**config.mk**
```make
export PLATFORM = sky130hd
export DESIGN_NAME = psm_power_state_manager
export DESIGN_NICKNAME = d
export VERILOG_FILES = /design/src/psm_pkg.sv /design/src/psm_power_state_manager.sv
export VERILOG_INCLUDE_DIRS = /design/src
export SDC_FILE = /design/constraint.sdc
export NUM_CORES = 1
export LEC_CHECK = 0
export CAP_MARGIN = 20
export CORE_MARGIN = 8
export CORE_UTILIZATION = 68
export DETAILED_ROUTE_END_ITERATION = 10
export DONT_BUFFER_PORTS = 1
export PLACE_DENSITY = 0.9
export SLEW_MARGIN = 10
export SYNTH_ARGS = -nofsm -noshare
export SYNTH_HDL_FRONTEND = slang
export SYNTH_SLANG_ARGS = --single-unit
```
**constraint.sdc**
```tcl
create_clock -name clock -period 5.8 [get_ports clock]
set_input_delay 1.45 -clock clock [delete_from_list [all_inputs] [get_ports clock]]
set_output_delay 1.45 -clock clock [all_outputs]
set_load 0.01 [all_outputs]
```
**src/psm_map.svh**
```systemverilog
// Register offsets, field positions, reset values and timing for the block.
// Function
// - Printer port ranges count as activity.
// - Only keyboard port reads count as activity.
// - External clock port accesses count as activity.
// - Both serial port ranges count as activity.
// - Floppy data and hard-disk ports count.
// - Video memory and programmable range count.
// - Per-state register drives the power pins.
// - Power registers reset to fixed values.
// - Polarity register inverts each pin bit.
// - LCD pins float after reset, others driven.
// - LCD sequencing waits for both enables.
// - State register reads and forces state.
// - LCD controller gets power on indication.
// - Low battery raises a maskable interrupt.
// - Clock full in ON, slowed when idle; divider codes 0 and 3 stop it.
// - SUSPEND stops clocks, floats pins, keeps refresh.
// - Interrupt or DMA only speeds the clock.
// - SLEEP behaves like DOZE with own pins; here lcd_power_on drops in SLEEP.
// - DOZE timer, divider register, NMI enable.
// - DOZE exits on activity or timer.
// - Three ways into SLEEP; the code has two, state write and the sleep timer in DOZE.
// - Writes locked until supply register read.
// - Writing 03H to state enters SUSPEND.
`ifndef PSM_MAP_SVH
`define PSM_MAP_SVH
`define PSM_IDX_STATE 8'hC0
`define PSM_IDX_SUPPLY 8'hC1
`define PSM_IDX_NMI_MASK 8'hC4
`define PSM_IDX_ON_PINS 8'hC6
`define PSM_IDX_DOZE_PINS 8'hC7
`define PSM_IDX_SLEEP_PINS 8'hC8
`define PSM_IDX_SUSPEND_PINS 8'hC9
`define PSM_IDX_POLARITY 8'hCA
`define PSM_IDX_DOZE_TIMER 8'hCC
`define PSM_IDX_SLEEP_TIMER 8'hCD
`define PSM_IDX_SUSPEND_TIMER 8'hCE
`define PSM_IDX_LCD_SEQ 8'hD4
`define PSM_IDX_RESUME 8'hDA
`define PSM_IDX_ACTIVITY 8'hDB
`define PSM_IDX_RANGE_LO 8'hE0
`define PSM_IDX_RANGE_HI 8'hE1
`define PSM_RST_ON_PINS 8'hFE
`define PSM_RST_DOZE_PINS 8'hFF
`define PSM_RST_SLEEP_PINS 8'h0C
`define PSM_RST_SUSPEND_PINS 8'h00
`define PSM_RST_POLARITY 8'h01
`define PSM_RST_NMI_MASK 8'hFF
`define PSM_BIT_LCD 0
`define PSM_BIT_SYS 2
`define PSM_BIT_CARD 3
`define PSM_BIT_RAM 7
`define PSM_MASK_LOWBAT 0
`define PSM_MASK_EXT 1
`define PSM_MASK_SLEEP 4
`define PSM_MASK_SUSPEND 5
`define PSM_STATE_OFF_BIT 2
`define PSM_DISPLAY_ON_BIT 3
`define PSM_PORT_KBD 16'h0060
`define PSM_PORT_RTC0 16'h0070
`define PSM_PORT_RTC1 16'h0071
`define PSM_PORT_FLOPPY 16'h03F5
`define PSM_PORT_MODE_A 16'h03D8
`define PSM_LPT1_LO 16'h0378
`define PSM_LPT1_HI 16'h037F
`define PSM_LPT2_LO 16'h0278
`define PSM_LPT2_HI 16'h027F
`define PSM_LPT3_LO 16'h03BC
`define PSM_LPT3_HI 16'h03BE
`define PSM_COM1_LO 16'h03F8
`define PSM_COM1_HI 16'h03FF
`define PSM_COM2_LO 16'h02F8
`define PSM_COM2_HI 16'h02FF
`define PSM_HDD_LO 16'h01F0
`define PSM_HDD_HI 16'h01F8
`define PSM_CLOCK_KHZ 50000
`define PSM_TICK_TIME_MS 1000
`define PSM_TICK_CYCLES (`PSM_TICK_TIME_MS * `PSM_CLOCK_KHZ)
`endif

```
**src/psm_pkg.sv**
```systemverilog
// Types shared by the power state manager.
package psm_pkg;
	typedef enum logic [2:0] {
		PSM_ON,
		PSM_DOZE,
		PSM_SLEEP,
		PSM_SUSPEND,
		PSM_OFF
	} psm_state_t;
	typedef enum logic [1:0] {
		PSM_CLK_FULL,
		PSM_CLK_DIV4,
		PSM_CLK_DIV8,
		PSM_CLK_STOP
	} psm_clock_t;
	typedef struct packed {
		logic strobe;
		logic write;
		logic external;
		logic [15:0] address;
		logic [7:0] data;
	} psm_io_t;
	typedef struct packed {
		logic lcd_power_pin;
		logic lcd_power_oe;
		logic lcd_bias_power_pin;
		logic lcd_bias_power_oe;
		logic system_power_pin;
		logic card_power_pin;
		logic ram_power_pin;
	} psm_pins_t;
endpackage

```
**src/psm_power_state_manager.sv**
```systemverilog
// Power state manager with activity monitor and Avalon-MM registers.
//
// Chosen here: register access over Avalon-MM.
`timescale 1ns/100ps
`default_nettype none
`include "psm_map.svh"
module psm_power_state_manager #(
	parameter int TICK_CYCLES = `PSM_TICK_CYCLES
) (
	// Clock, reset and enable.
	input wire logic clock,
	input wire logic reset,
	input wire logic clock_enable,
	// Avalon-MM slave.
	input wire logic [9:0] address,
	input wire logic [3:0] byteenable,
	input wire logic read,
	input wire logic write,
	input wire logic [31:0] writedata,
	output logic [31:0] readdata,
	output logic waitrequest,
	// CPU bus observation.
	input wire psm_pkg::psm_io_t io_bus,
	input wire logic video_access,
	input wire logic int_request,
	input wire logic dma_request,
	// Wake and status inputs.
	input wire logic wake_switch_input,
	input wire logic modem_ring_wake,
	input wire logic rtc_alarm,
	input wire logic low_battery,
	// Power pins and system controls.
	output psm_pkg::psm_pins_t power_pins,
	output psm_pkg::psm_clock_t cpu_clock_mode,
	output logic oscillator_enable,
	output logic io_pins_hiz,
	output logic memory_hiz,
	output logic refresh_active,
	output logic lcd_power_on,
	output logic low_battery_irq,
	output logic nmi
);
	psm_pkg::psm_state_t state;
	logic [7:0] on_state_power_pins;
	logic [7:0] doze_state_power_pins;
	logic [7:0] sleep_state_power_pins;
	logic [7:0] suspend_state_power_pins;
	logic [7:0] polarity;
	logic [7:0] nmi_mask;
	logic [7:0] doze_timer;
	logic [7:0] sleep_timer;
	logic [7:0] suspend_timer;
	logic [7:0] resume_divider;
	logic [6:0] activity_status;
	logic [7:0] range_lo;
	logic [7:0] range_hi;
	logic lcd_sequence_enable;
	logic display_on_bit;
	logic lcd_armed;
	logic unlocked;
	logic ext_nmi_enable;
	logic resume_flag;
	logic [2:0] nmi_cause;
	logic [31:0] tick_count;
	logic tick;
	logic tick_seen;
	logic [7:0] idle_count;
	logic ext_last;
	logic [7:0] index;
	logic access;
	logic reg_write;
	logic reg_read;
	logic [6:0] act_hit;
	logic any_activity;
	logic wake;
	logic ext_rise;
	logic doze_expire;
	logic sleep_expire;
	logic suspend_expire;
	logic timer_move;
	logic [7:0] state_code;
	logic [7:0] active_pins;
	logic [7:0] next_read;
	logic slow_doze;
	psm_pkg::psm_clock_t next_clock;

	function automatic logic in_range(input logic [15:0] a,
		input logic [15:0] lo, input logic [15:0] hi);
		in_range = (a >= lo) && (a <= hi);
	endfunction

	function automatic psm_pkg::psm_clock_t divider(input logic [1:0] f);
		case (f)
			2'h1: divider = psm_pkg::PSM_CLK_DIV4;
			2'h2: divider = psm_pkg::PSM_CLK_DIV8;
			default: divider = psm_pkg::PSM_CLK_STOP;
		endcase
	endfunction

	// Bus decode: a request is taken on the cycle waitrequest is low.
	assign index = address[9:2];
	assign access = (read || write) && !waitrequest;
	assign reg_write = access && write && byteenable[0] && unlocked;
	assign reg_read = access && read;

	// Activity decode from the observed I/O bus and the video access input.
	always_comb begin
		act_hit = 7'h00;
		if (io_bus.strobe) begin
			act_hit[0] = in_range(io_bus.address, `PSM_LPT1_LO, `PSM_LPT1_HI)
				|| in_range(io_bus.address, `PSM_LPT2_LO, `PSM_LPT2_HI)
				|| in_range(io_bus.address, `PSM_LPT3_LO, `PSM_LPT3_HI);
			act_hit[1] = !io_bus.write
				&& io_bus.address == `PSM_PORT_KBD;
			act_hit[2] = io_bus.external
				&& (io_bus.address == `PSM_PORT_RTC0
				|| io_bus.address == `PSM_PORT_RTC1);
			act_hit[3] = in_range(io_bus.address, `PSM_COM1_LO, `PSM_COM1_HI)
				|| in_range(io_bus.address, `PSM_COM2_LO, `PSM_COM2_HI);
			act_hit[4] = io_bus.address == `PSM_PORT_FLOPPY
				|| in_range(io_bus.address, `PSM_HDD_LO, `PSM_HDD_HI);
			act_hit[6] = io_bus.address[15:3] == {range_hi, range_lo[7:3]};
		end
		act_hit[5] = video_access;
	end

	// Activity hits are ignored while suspended or off.
	assign any_activity = (|act_hit) && state != psm_pkg::PSM_SUSPEND
		&& state != psm_pkg::PSM_OFF;
	assign wake = wake_switch_input || modem_ring_wake || rtc_alarm;
	assign ext_rise = wake_switch_input && !ext_last;
	assign doze_expire = tick_seen && doze_timer != 8'h00
		&& idle_count == doze_timer;
	assign sleep_expire = tick_seen && sleep_timer != 8'h00
		&& idle_count == sleep_timer;
	assign suspend_expire = tick_seen && suspend_timer != 8'h00
		&& idle_count == suspend_timer;
	assign slow_doze = resume_divider[1:0] != 2'h0;
	assign timer_move = state == psm_pkg::PSM_ON && doze_expire
		|| state == psm_pkg::PSM_DOZE && sleep_expire
		|| state == psm_pkg::PSM_SLEEP && suspend_expire;

	// Timebase and idle counter in ticks, cleared by activity, a timer expiry or a state write.
	always_ff @(posedge clock) begin
		if (reset) begin
			tick_count <= 32'h00000000;
			tick <= 1'b0;
			tick_seen <= 1'b0;
			idle_count <= 8'h00;
			ext_last <= 1'b0;
		end else if (clock_enable) begin
			tick <= tick_count == 32'(TICK_CYCLES - 1);
			tick_count <= (tick_count == 32'(TICK_CYCLES - 1)) ? 32'h00000000
				: tick_count + 32'h00000001;
			tick_seen <= tick;
			ext_last <= wake_switch_input;
			if (any_activity || timer_move
				|| reg_write && index == `PSM_IDX_STATE)
				idle_count <= 8'h00;
			else if (tick && idle_count != 8'hFF)
				idle_count <= idle_count + 8'h01;
		end
	end

	// Power state machine.
	always_ff @(posedge clock) begin
		if (reset) begin
			state <= psm_pkg::PSM_ON;
		end else if (clock_enable) begin
			case (state)
				psm_pkg::PSM_SUSPEND, psm_pkg::PSM_OFF: begin
					if (wake)
						state <= psm_pkg::PSM_ON;
				end
				default: begin
					if (reg_write && index == `PSM_IDX_STATE) begin
						if (writedata[`PSM_STATE_OFF_BIT])
							state <= psm_pkg::PSM_OFF;
						else
							state <= psm_pkg::psm_state_t'({1'b0,
								writedata[1:0]});
					end else if (state == psm_pkg::PSM_ON) begin
						if (doze_expire)
							state <= psm_pkg::PSM_DOZE;
					end else if (any_activity) begin
						state <= psm_pkg::PSM_ON;
					end else if (state == psm_pkg::PSM_DOZE && sleep_expire
						&& nmi_mask[`PSM_MASK_SLEEP] && slow_doze) begin
						state <= psm_pkg::PSM_SLEEP;
					end
				end
			endcase
		end
	end

	// Software registers.
	always_ff @(posedge clock) begin
		if (reset) begin
			on_state_power_pins <= `PSM_RST_ON_PINS;
			doze_state_power_pins <= `PSM_RST_DOZE_PINS;
			sleep_state_power_pins <= `PSM_RST_SLEEP_PINS;
			suspend_state_power_pins <= `PSM_RST_SUSPEND_PINS;
			polarity <= `PSM_RST_POLARITY;
			nmi_mask <= `PSM_RST_NMI_MASK;
			doze_timer <= 8'h00;
			sleep_timer <= 8'h00;
			suspend_timer <= 8'h00;
			resume_divider <= 8'h00;
			range_lo <= 8'h00;
			range_hi <= 8'h00;
			lcd_sequence_enable <= 1'b0;
			ext_nmi_enable <= 1'b0;
		end else if (clock_enable && reg_write) begin
			case (index)
				`PSM_IDX_ON_PINS: on_state_power_pins <= writedata[7:0];
				`PSM_IDX_DOZE_PINS: doze_state_power_pins <= writedata[7:0];
				`PSM_IDX_SLEEP_PINS: sleep_state_power_pins <= writedata[7:0];
				`PSM_IDX_SUSPEND_PINS: suspend_state_power_pins <= writedata[7:0];
				`PSM_IDX_POLARITY: polarity <= writedata[7:0];
				`PSM_IDX_NMI_MASK: nmi_mask <= writedata[7:0];
				`PSM_IDX_DOZE_TIMER: doze_timer <= writedata[7:0];
				`PSM_IDX_SLEEP_TIMER: sleep_timer <= writedata[7:0];
				`PSM_IDX_SUSPEND_TIMER: suspend_timer <= writedata[7:0];
				`PSM_IDX_LCD_SEQ: lcd_sequence_enable <= writedata[0];
				`PSM_IDX_RESUME: begin
					resume_divider <= writedata[7:0];
					ext_nmi_enable <= 1'b1;
				end
				`PSM_IDX_RANGE_LO: range_lo <= writedata[7:0];
				`PSM_IDX_RANGE_HI: range_hi <= writedata[7:0];
				default: ;
			endcase
		end
	end

	// Write protection, resume flag and display enable snoop.
	always_ff @(posedge clock) begin
		if (reset) begin
			unlocked <= 1'b0;
			resume_flag <= 1'b0;
			display_on_bit <= 1'b0;
			lcd_armed <= 1'b0;
		end else if (clock_enable) begin
			if ((state == psm_pkg::PSM_SUSPEND || state == psm_pkg::PSM_OFF)
				&& wake)
				unlocked <= 1'b0;
			else if (reg_read && index == `PSM_IDX_SUPPLY)
				unlocked <= 1'b1;
			if ((state == psm_pkg::PSM_SUSPEND || state == psm_pkg::PSM_OFF)
				&& wake)
				resume_flag <= 1'b1;
			else if (reg_read && index == `PSM_IDX_STATE)
				resume_flag <= 1'b0;
			if (io_bus.strobe && io_bus.write
				&& io_bus.address == `PSM_PORT_MODE_A)
				display_on_bit <= io_bus.data[`PSM_DISPLAY_ON_BIT];
			if (lcd_sequence_enable && display_on_bit)
				lcd_armed <= 1'b1;
		end
	end

	// Sticky activity and NMI causes; a new event wins over the read clear.
	always_ff @(posedge clock) begin
		if (reset) begin
			activity_status <= 7'h00;
			nmi_cause <= 3'h0;
		end else if (clock_enable) begin
			activity_status <= (reg_read && index == `PSM_IDX_ACTIVITY
				? 7'h00 : activity_status)
				| (any_activity ? act_hit : 7'h00);
			nmi_cause <= (reg_read && index == `PSM_IDX_NMI_MASK
				? 3'h0 : nmi_cause)
				| {ext_rise && ext_nmi_enable && !nmi_mask[`PSM_MASK_EXT]
				&& state != psm_pkg::PSM_SUSPEND && state != psm_pkg::PSM_OFF,
				state == psm_pkg::PSM_SLEEP && suspend_expire
				&& !nmi_mask[`PSM_MASK_SUSPEND],
				state == psm_pkg::PSM_DOZE && sleep_expire
				&& !nmi_mask[`PSM_MASK_SLEEP]};
		end
	end

	// Pin and clock outputs, each from a flip-flop.
	always_comb begin
		case (state)
			psm_pkg::PSM_ON: active_pins = on_state_power_pins;
			psm_pkg::PSM_DOZE: active_pins = doze_state_power_pins;
			psm_pkg::PSM_SLEEP: active_pins = sleep_state_power_pins;
			default: active_pins = suspend_state_power_pins;
		endcase
		active_pins = active_pins ^ polarity;
		case (state)
			psm_pkg::PSM_ON: next_clock = psm_pkg::PSM_CLK_FULL;
			psm_pkg::PSM_DOZE: next_clock = divider(resume_divider[1:0]);
			psm_pkg::PSM_SLEEP: next_clock = divider(resume_divider[3:2]);
			default: next_clock = psm_pkg::PSM_CLK_STOP;
		endcase
		if ((state == psm_pkg::PSM_DOZE || state == psm_pkg::PSM_SLEEP)
			&& (int_request || dma_request))
			next_clock = psm_pkg::PSM_CLK_FULL;
	end

	always_ff @(posedge clock) begin
		if (reset) begin
			power_pins <= '0;
			cpu_clock_mode <= psm_pkg::PSM_CLK_FULL;
			oscillator_enable <= 1'b1;
			io_pins_hiz <= 1'b0;
			memory_hiz <= 1'b0;
			refresh_active <= 1'b0;
			lcd_power_on <= 1'b0;
			low_battery_irq <= 1'b0;
			nmi <= 1'b0;
		end else if (clock_enable) begin
			power_pins.lcd_power_pin <= active_pins[`PSM_BIT_LCD];
			power_pins.lcd_bias_power_pin <= active_pins[`PSM_BIT_LCD];
			power_pins.lcd_power_oe <= lcd_armed;
			power_pins.lcd_bias_power_oe <= lcd_armed;
			power_pins.system_power_pin <= active_pins[`PSM_BIT_SYS];
			power_pins.card_power_pin <= active_pins[`PSM_BIT_CARD];
			power_pins.ram_power_pin <= active_pins[`PSM_BIT_RAM];
			cpu_clock_mode <= next_clock;
			oscillator_enable <= state != psm_pkg::PSM_SUSPEND
				&& state != psm_pkg::PSM_OFF;
			io_pins_hiz <= state == psm_pkg::PSM_SUSPEND
				|| state == psm_pkg::PSM_OFF;
			memory_hiz <= state == psm_pkg::PSM_OFF;
			refresh_active <= state == psm_pkg::PSM_SUSPEND;
			lcd_power_on <= lcd_armed && (state == psm_pkg::PSM_ON
				|| state == psm_pkg::PSM_DOZE);
			low_battery_irq <= low_battery
				&& !nmi_mask[`PSM_MASK_LOWBAT];
			nmi <= |nmi_cause;
		end
	end

	// Read data mux.
	always_comb begin
		case (state)
			psm_pkg::PSM_ON: state_code = 8'h00;
			psm_pkg::PSM_DOZE: state_code = 8'h01;
			psm_pkg::PSM_SLEEP: state_code = 8'h02;
			psm_pkg::PSM_SUSPEND: state_code = 8'h03;
			default: state_code = 8'h07;
		endcase
		case (index)
			`PSM_IDX_STATE: next_read = {resume_flag, nmi_cause[2],
				nmi_cause[1], nmi_cause[0], 1'b0, state_code[2:0]};
			`PSM_IDX_SUPPLY: next_read = {7'h00, low_battery};
			`PSM_IDX_NMI_MASK: next_read = nmi_mask;
			`PSM_IDX_ON_PINS: next_read = on_state_power_pins;
			`PSM_IDX_DOZE_PINS: next_read = doze_state_power_pins;
			`PSM_IDX_SLEEP_PINS: next_read = sleep_state_power_pins;
			`PSM_IDX_SUSPEND_PINS: next_read = suspend_state_power_pins;
			`PSM_IDX_POLARITY: next_read = polarity;
			`PSM_IDX_DOZE_TIMER: next_read = doze_timer;
			`PSM_IDX_SLEEP_TIMER: next_read = sleep_timer;
			`PSM_IDX_SUSPEND_TIMER: next_read = suspend_timer;
			`PSM_IDX_LCD_SEQ: next_read = {7'h00, lcd_sequence_enable};
			`PSM_IDX_RESUME: next_read = resume_divider;
			`PSM_IDX_ACTIVITY: next_read = {1'b0, activity_status};
			`PSM_IDX_RANGE_LO: next_read = range_lo;
			`PSM_IDX_RANGE_HI: next_read = range_hi;
			default: next_read = 8'h00;
		endcase
	end

	// Bus handshake: one wait cycle, then a single accept cycle.
	always_ff @(posedge clock) begin
		if (reset) begin
			waitrequest <= 1'b1;
			readdata <= 32'h00000000;
		end else if (clock_enable) begin
			waitrequest <= !((read || write) && waitrequest);
			if (read && waitrequest)
				readdata <= {24'h000000, next_read};
		end
	end
endmodule
`default_nettype wire

```
==> impl_metrics.yaml <==
worst_setup_path:
  slowest_cell_on_the_critical_path: "nor3_2"
  crit_path_end_kind: "flip-flop"
  critPathTopFamily: "simple AND/OR/NAND/NOR gates"
  timing.critical_path.from_type: "input port"
  required_time_worst_endpoint_ns: 6.11
  critical_path.cell_chain: "nor4bb_1, nand3_1, nor3_2, mux2i_1, nor2_1"
  origin_of_the_worst_setup_path: "address[9]"
  timing.critical_path.fanout_max: 8
  timing.critical_path.arrival_ns: 3.89
  setup_crit_path_kind: "input port to flip-flop"
  timing.critical_path.slowest_cell_delay_ns: 0.84
  worstReg2RegStart: "state[0]$_SDFFE_PP0P_"
  worst-path-buf-inv: 0
sta:
  clock-skew-final_ns: 0.00727
  fmax_mhz: 280
  timing.final.setup_violations: 0
  grt_setup_unrepaired: "false"
  period_minus_slack_ns: 3.58
  finalWorstSetupSlack_ns: 2.22
  finalCritPeriodShare_pct: 61.7
  setup-tns-final_ns: 0
  timing.final.hold_violations: 0
  max-slew-margin-rel_pct: 32.7
  slew_viol_final: 0
  tightestPinTransition_ns: 1.00
layout:
  final_nets: 1143
  antenna_cells: 0
  layout-drive-gt1-share_pct: 5.62
  layout_stage_area_growth_over_the_synthesis_result_pct: 5.17
  num-fill-cells: 922
cts:
  cts_max_level: 4
  clk_path_buf_depth: 2
  path_clk_slew_ns: 0.06
  cts_resized: 0
  cts.hold.buffers_added: 0
  cts_root_buf: "clkbuf_16"
  buffer_count_from_post_cts_setup_fixing: 0
  tritoncts.num_buffers: 17
  clock_tree_from_tritoncts: "yes"
  number_of_clock_sinks: 181
  insertion_delay_ns: 0.43
yosys:
  synth_edf_count: 0
  synthesis.yosys.warnings: 0
  mappedNetlistArea_mm2: 0.00908
  yosys_register_bits: 181
  netlist_instances: 1095
  synth_area_leader_cell: "dfxtp_1"
  yosys.cell_types.count: 72
  yosys-top-cells-count: "dfxtp_1, nand2_1, nor2_1, a21oi_1, mux2i_1"
  syn_avg_cell_area_um2: 8.29
  synth_top_cell_area_share_pct: 39.9
  postSynth.asyncResetShare_pct: 0
  netlist_top_cells_area: "dfxtp_1, nand2_1, mux2i_1, nor2_1, xnor2_1"
  synth_flop_cell: "dfxtp_1"
  synth_most_common_cell: "dfxtp_1"
  synth.yosys.seq_area_share_pct: 39.9
drt:
  via_per_inst: 6.67
  drtPass1Iterations: 7
  totalWireLength_um: 26000
  route.antenna.remaining_nets: 0
  wl_per_cell_um: 20.9
  detailroute.via_count: 8285
  detail_route.drc_violations: 0
  drtIter0Drc: 1453
placed_design:
  detailedPlace.worstSlack_ns: 1.88
  io_buffers: 0
  detailed_place_hpwl_um: 17800
  gp_routability_congestion: 0.971
die:
  io-pin-count: 134
  core.rowCount: 42
  die_w_um: 132
  initial_core_util_pct: 69.1
  placeableCoreArea_mm2: 0.0131
  height_of_the_die_um: 132
  die_area_mm2: 0.0173
global_routing:
  grt_pass1_vias: 7555
  largest_net_degree_at_the_start_of_global_routing: 148
  grt_antenna_before_repair: 0
  wire_length_of_the_first_global_routing_pass_um: 41200
  global_route.usage.total_pct: 29.2
  gr-total-overflow: 0
run_status:
  outcome: "finished clean"
pwr:
  power.density_cell_area_mw_per_mm2: 261
  fraction_of_power_consumed_by_the_clock_network_pct: 47.3
  pwr-share-seq_pct: 50.3
  power_switching_uw: 519
  vdd_ir_drop_max_mv: 0.269
  sw_frac_of_total_pct: 20.8
  comb_power_share_pct: 2.4
  leakage_uw: 0.00333
  internal-power_uw: 1980
  power_uw: 2500
job:
  maxCapViolations: 0
min_path:
  min_from: "polarity[4]$_SDFFE_PP0P_"
  holdCritPathClass: "flip-flop to flip-flop"
-- cells by family (layout without fill, tap and decap cells) --
logic type                 after synthesis  count (layout)  share of synthesized area, %
and+or+nand+nor                        503             503                          27.1
xor gates and xnor gates                70              70                          6.75
other                                    1              24                        0.0413
AOI/OAI and AO/OA                      180             180                          13.4
muxes                                   61              61                          6.75
adders and majority gates                2               2                         0.276
DFF                                    181             181                          39.9
buffers and inverters                   97              46                          5.72
-- placed cells by master (no fill, tap or decap), types with 6 or more instances in the layout --
| cell | Yosys | final |
|---|---|---|
| a211oi_1 | 7 | 7 |
| a21oi_1 | 59 | 59 |
| a221oi_1 | 6 | 6 |
| a222oi_1 | 10 | 10 |
| a22o_1 | 15 | 15 |
| a22oi_1 | 27 | 27 |
| a31oi_1 | 8 | 8 |
| and3_1 | 14 | 14 |
| clkbuf_16 | 0 | 17 |
| conb_1 | 1 | 24 |
| dfxtp_1 | 181 | 181 |
| inv_1 | 10 | 10 |
| mux2i_1 | 59 | 59 |
| nand2_1 | 162 | 162 |
| nand2b_1 | 11 | 11 |
| nand3_1 | 23 | 23 |
| nand3b_1 | 32 | 32 |
| nand4_1 | 24 | 24 |
| nor2_1 | 146 | 146 |
| nor3_1 | 26 | 25 |
| nor3_2 | 6 | 7 |
| nor4_1 | 11 | 11 |
| o21ai_0 | 19 | 19 |
| or3_1 | 6 | 6 |
| xnor2_1 | 44 | 44 |
| xor2_1 | 26 | 26 |
-- metal layers --
metal	GRT usage [%]	share of wire, %	routed length, um
met5	0	0	0
met4	13.0	4.2	1090
met3	8.61	13	3480
met2	43.8	44	11500
met1	38.1	38	9890
-- path summary, 6_finish.rpt --
kind,to,cells after the start,slack [ns]
hold / removal,polarity[4]$_SDFFE_PP0P_,2,0.46
hold reg to reg,polarity[4]$_SDFFE_PP0P_,2,0.46
setup / recovery,sleep_timer[5]$_SDFFE_PP0P_,5,2.22
setup reg to reg,idle_count[1]$_SDFFE_PP0P_,7,2.93
-- stage by stage --
stage / hold WS [ns] / cells / utilization (%) / cell area [um2]
floorplan: 0.431 / 1118 / - / 9170
global placement: 0.437 / 1213 / 68.1 / 8950
detailed placement: 0.442 / 1213 / 68.1 / 8950
CTS: 0.451 / 1243 / 72.7 / 9550
global route: 0.471 / 1243 / 72.7 / 9550
finish: 0.459 / 1243 / 72.7 / 9550
-- area by class of cell --
cell class	instances	area [um2]	area share, %
clock inverter	9	128	1.34
tap	176	220	2.31
multi-input combinational	840	5030	52.7
inverter	11	41.3	0.432
sequential	181	3620	38.0
timing repair buffer	5	37.5	0.393
clock buffer	21	470	4.93
-- power by group through the flow --
stage	sequential (uW)	clock [uW]	combinational (uW)
3_5_place_dp	1280	0	57.0
6_report	1260	1180	59.0
4_1_cts	1260	1180	57.6
3_3_place_gp	1280	0	55.5
2_1_floorplan	1280	0	89.1
5_1_grt	1260	1240	64.8
-- worst reg2reg max path: stages (launching register included) --
cell,delay [ns]
dfxtp_1,0.51
nor2_1,0.55
nand4_1,0.17
a2111oi_0,0.87
nand4b_1,0.25
a21oi_1,0.15
nand4_1,0.17
a31oi_1,0.08
-- state kept, by name, indices dropped and copies added, names as in the netlist, 5 cells and up --
| name | flops |
|---|---|
| activity_status | 7 |
| doze_state_power_pins | 8 |
| doze_timer | 8 |
| idle_count | 8 |
| nmi_mask | 8 |
| on_state_power_pins | 8 |
| polarity | 8 |
| power_pins | 5 |
| range_hi | 8 |
| range_lo | 8 |
| readdata | 8 |
| resume_divider | 8 |
| sleep_state_power_pins | 8 |
| sleep_timer | 8 |
| suspend_state_power_pins | 8 |
| suspend_timer | 8 |
| tick_count | 32 |
Note: power is estimated with default switching activity, not from simulation.
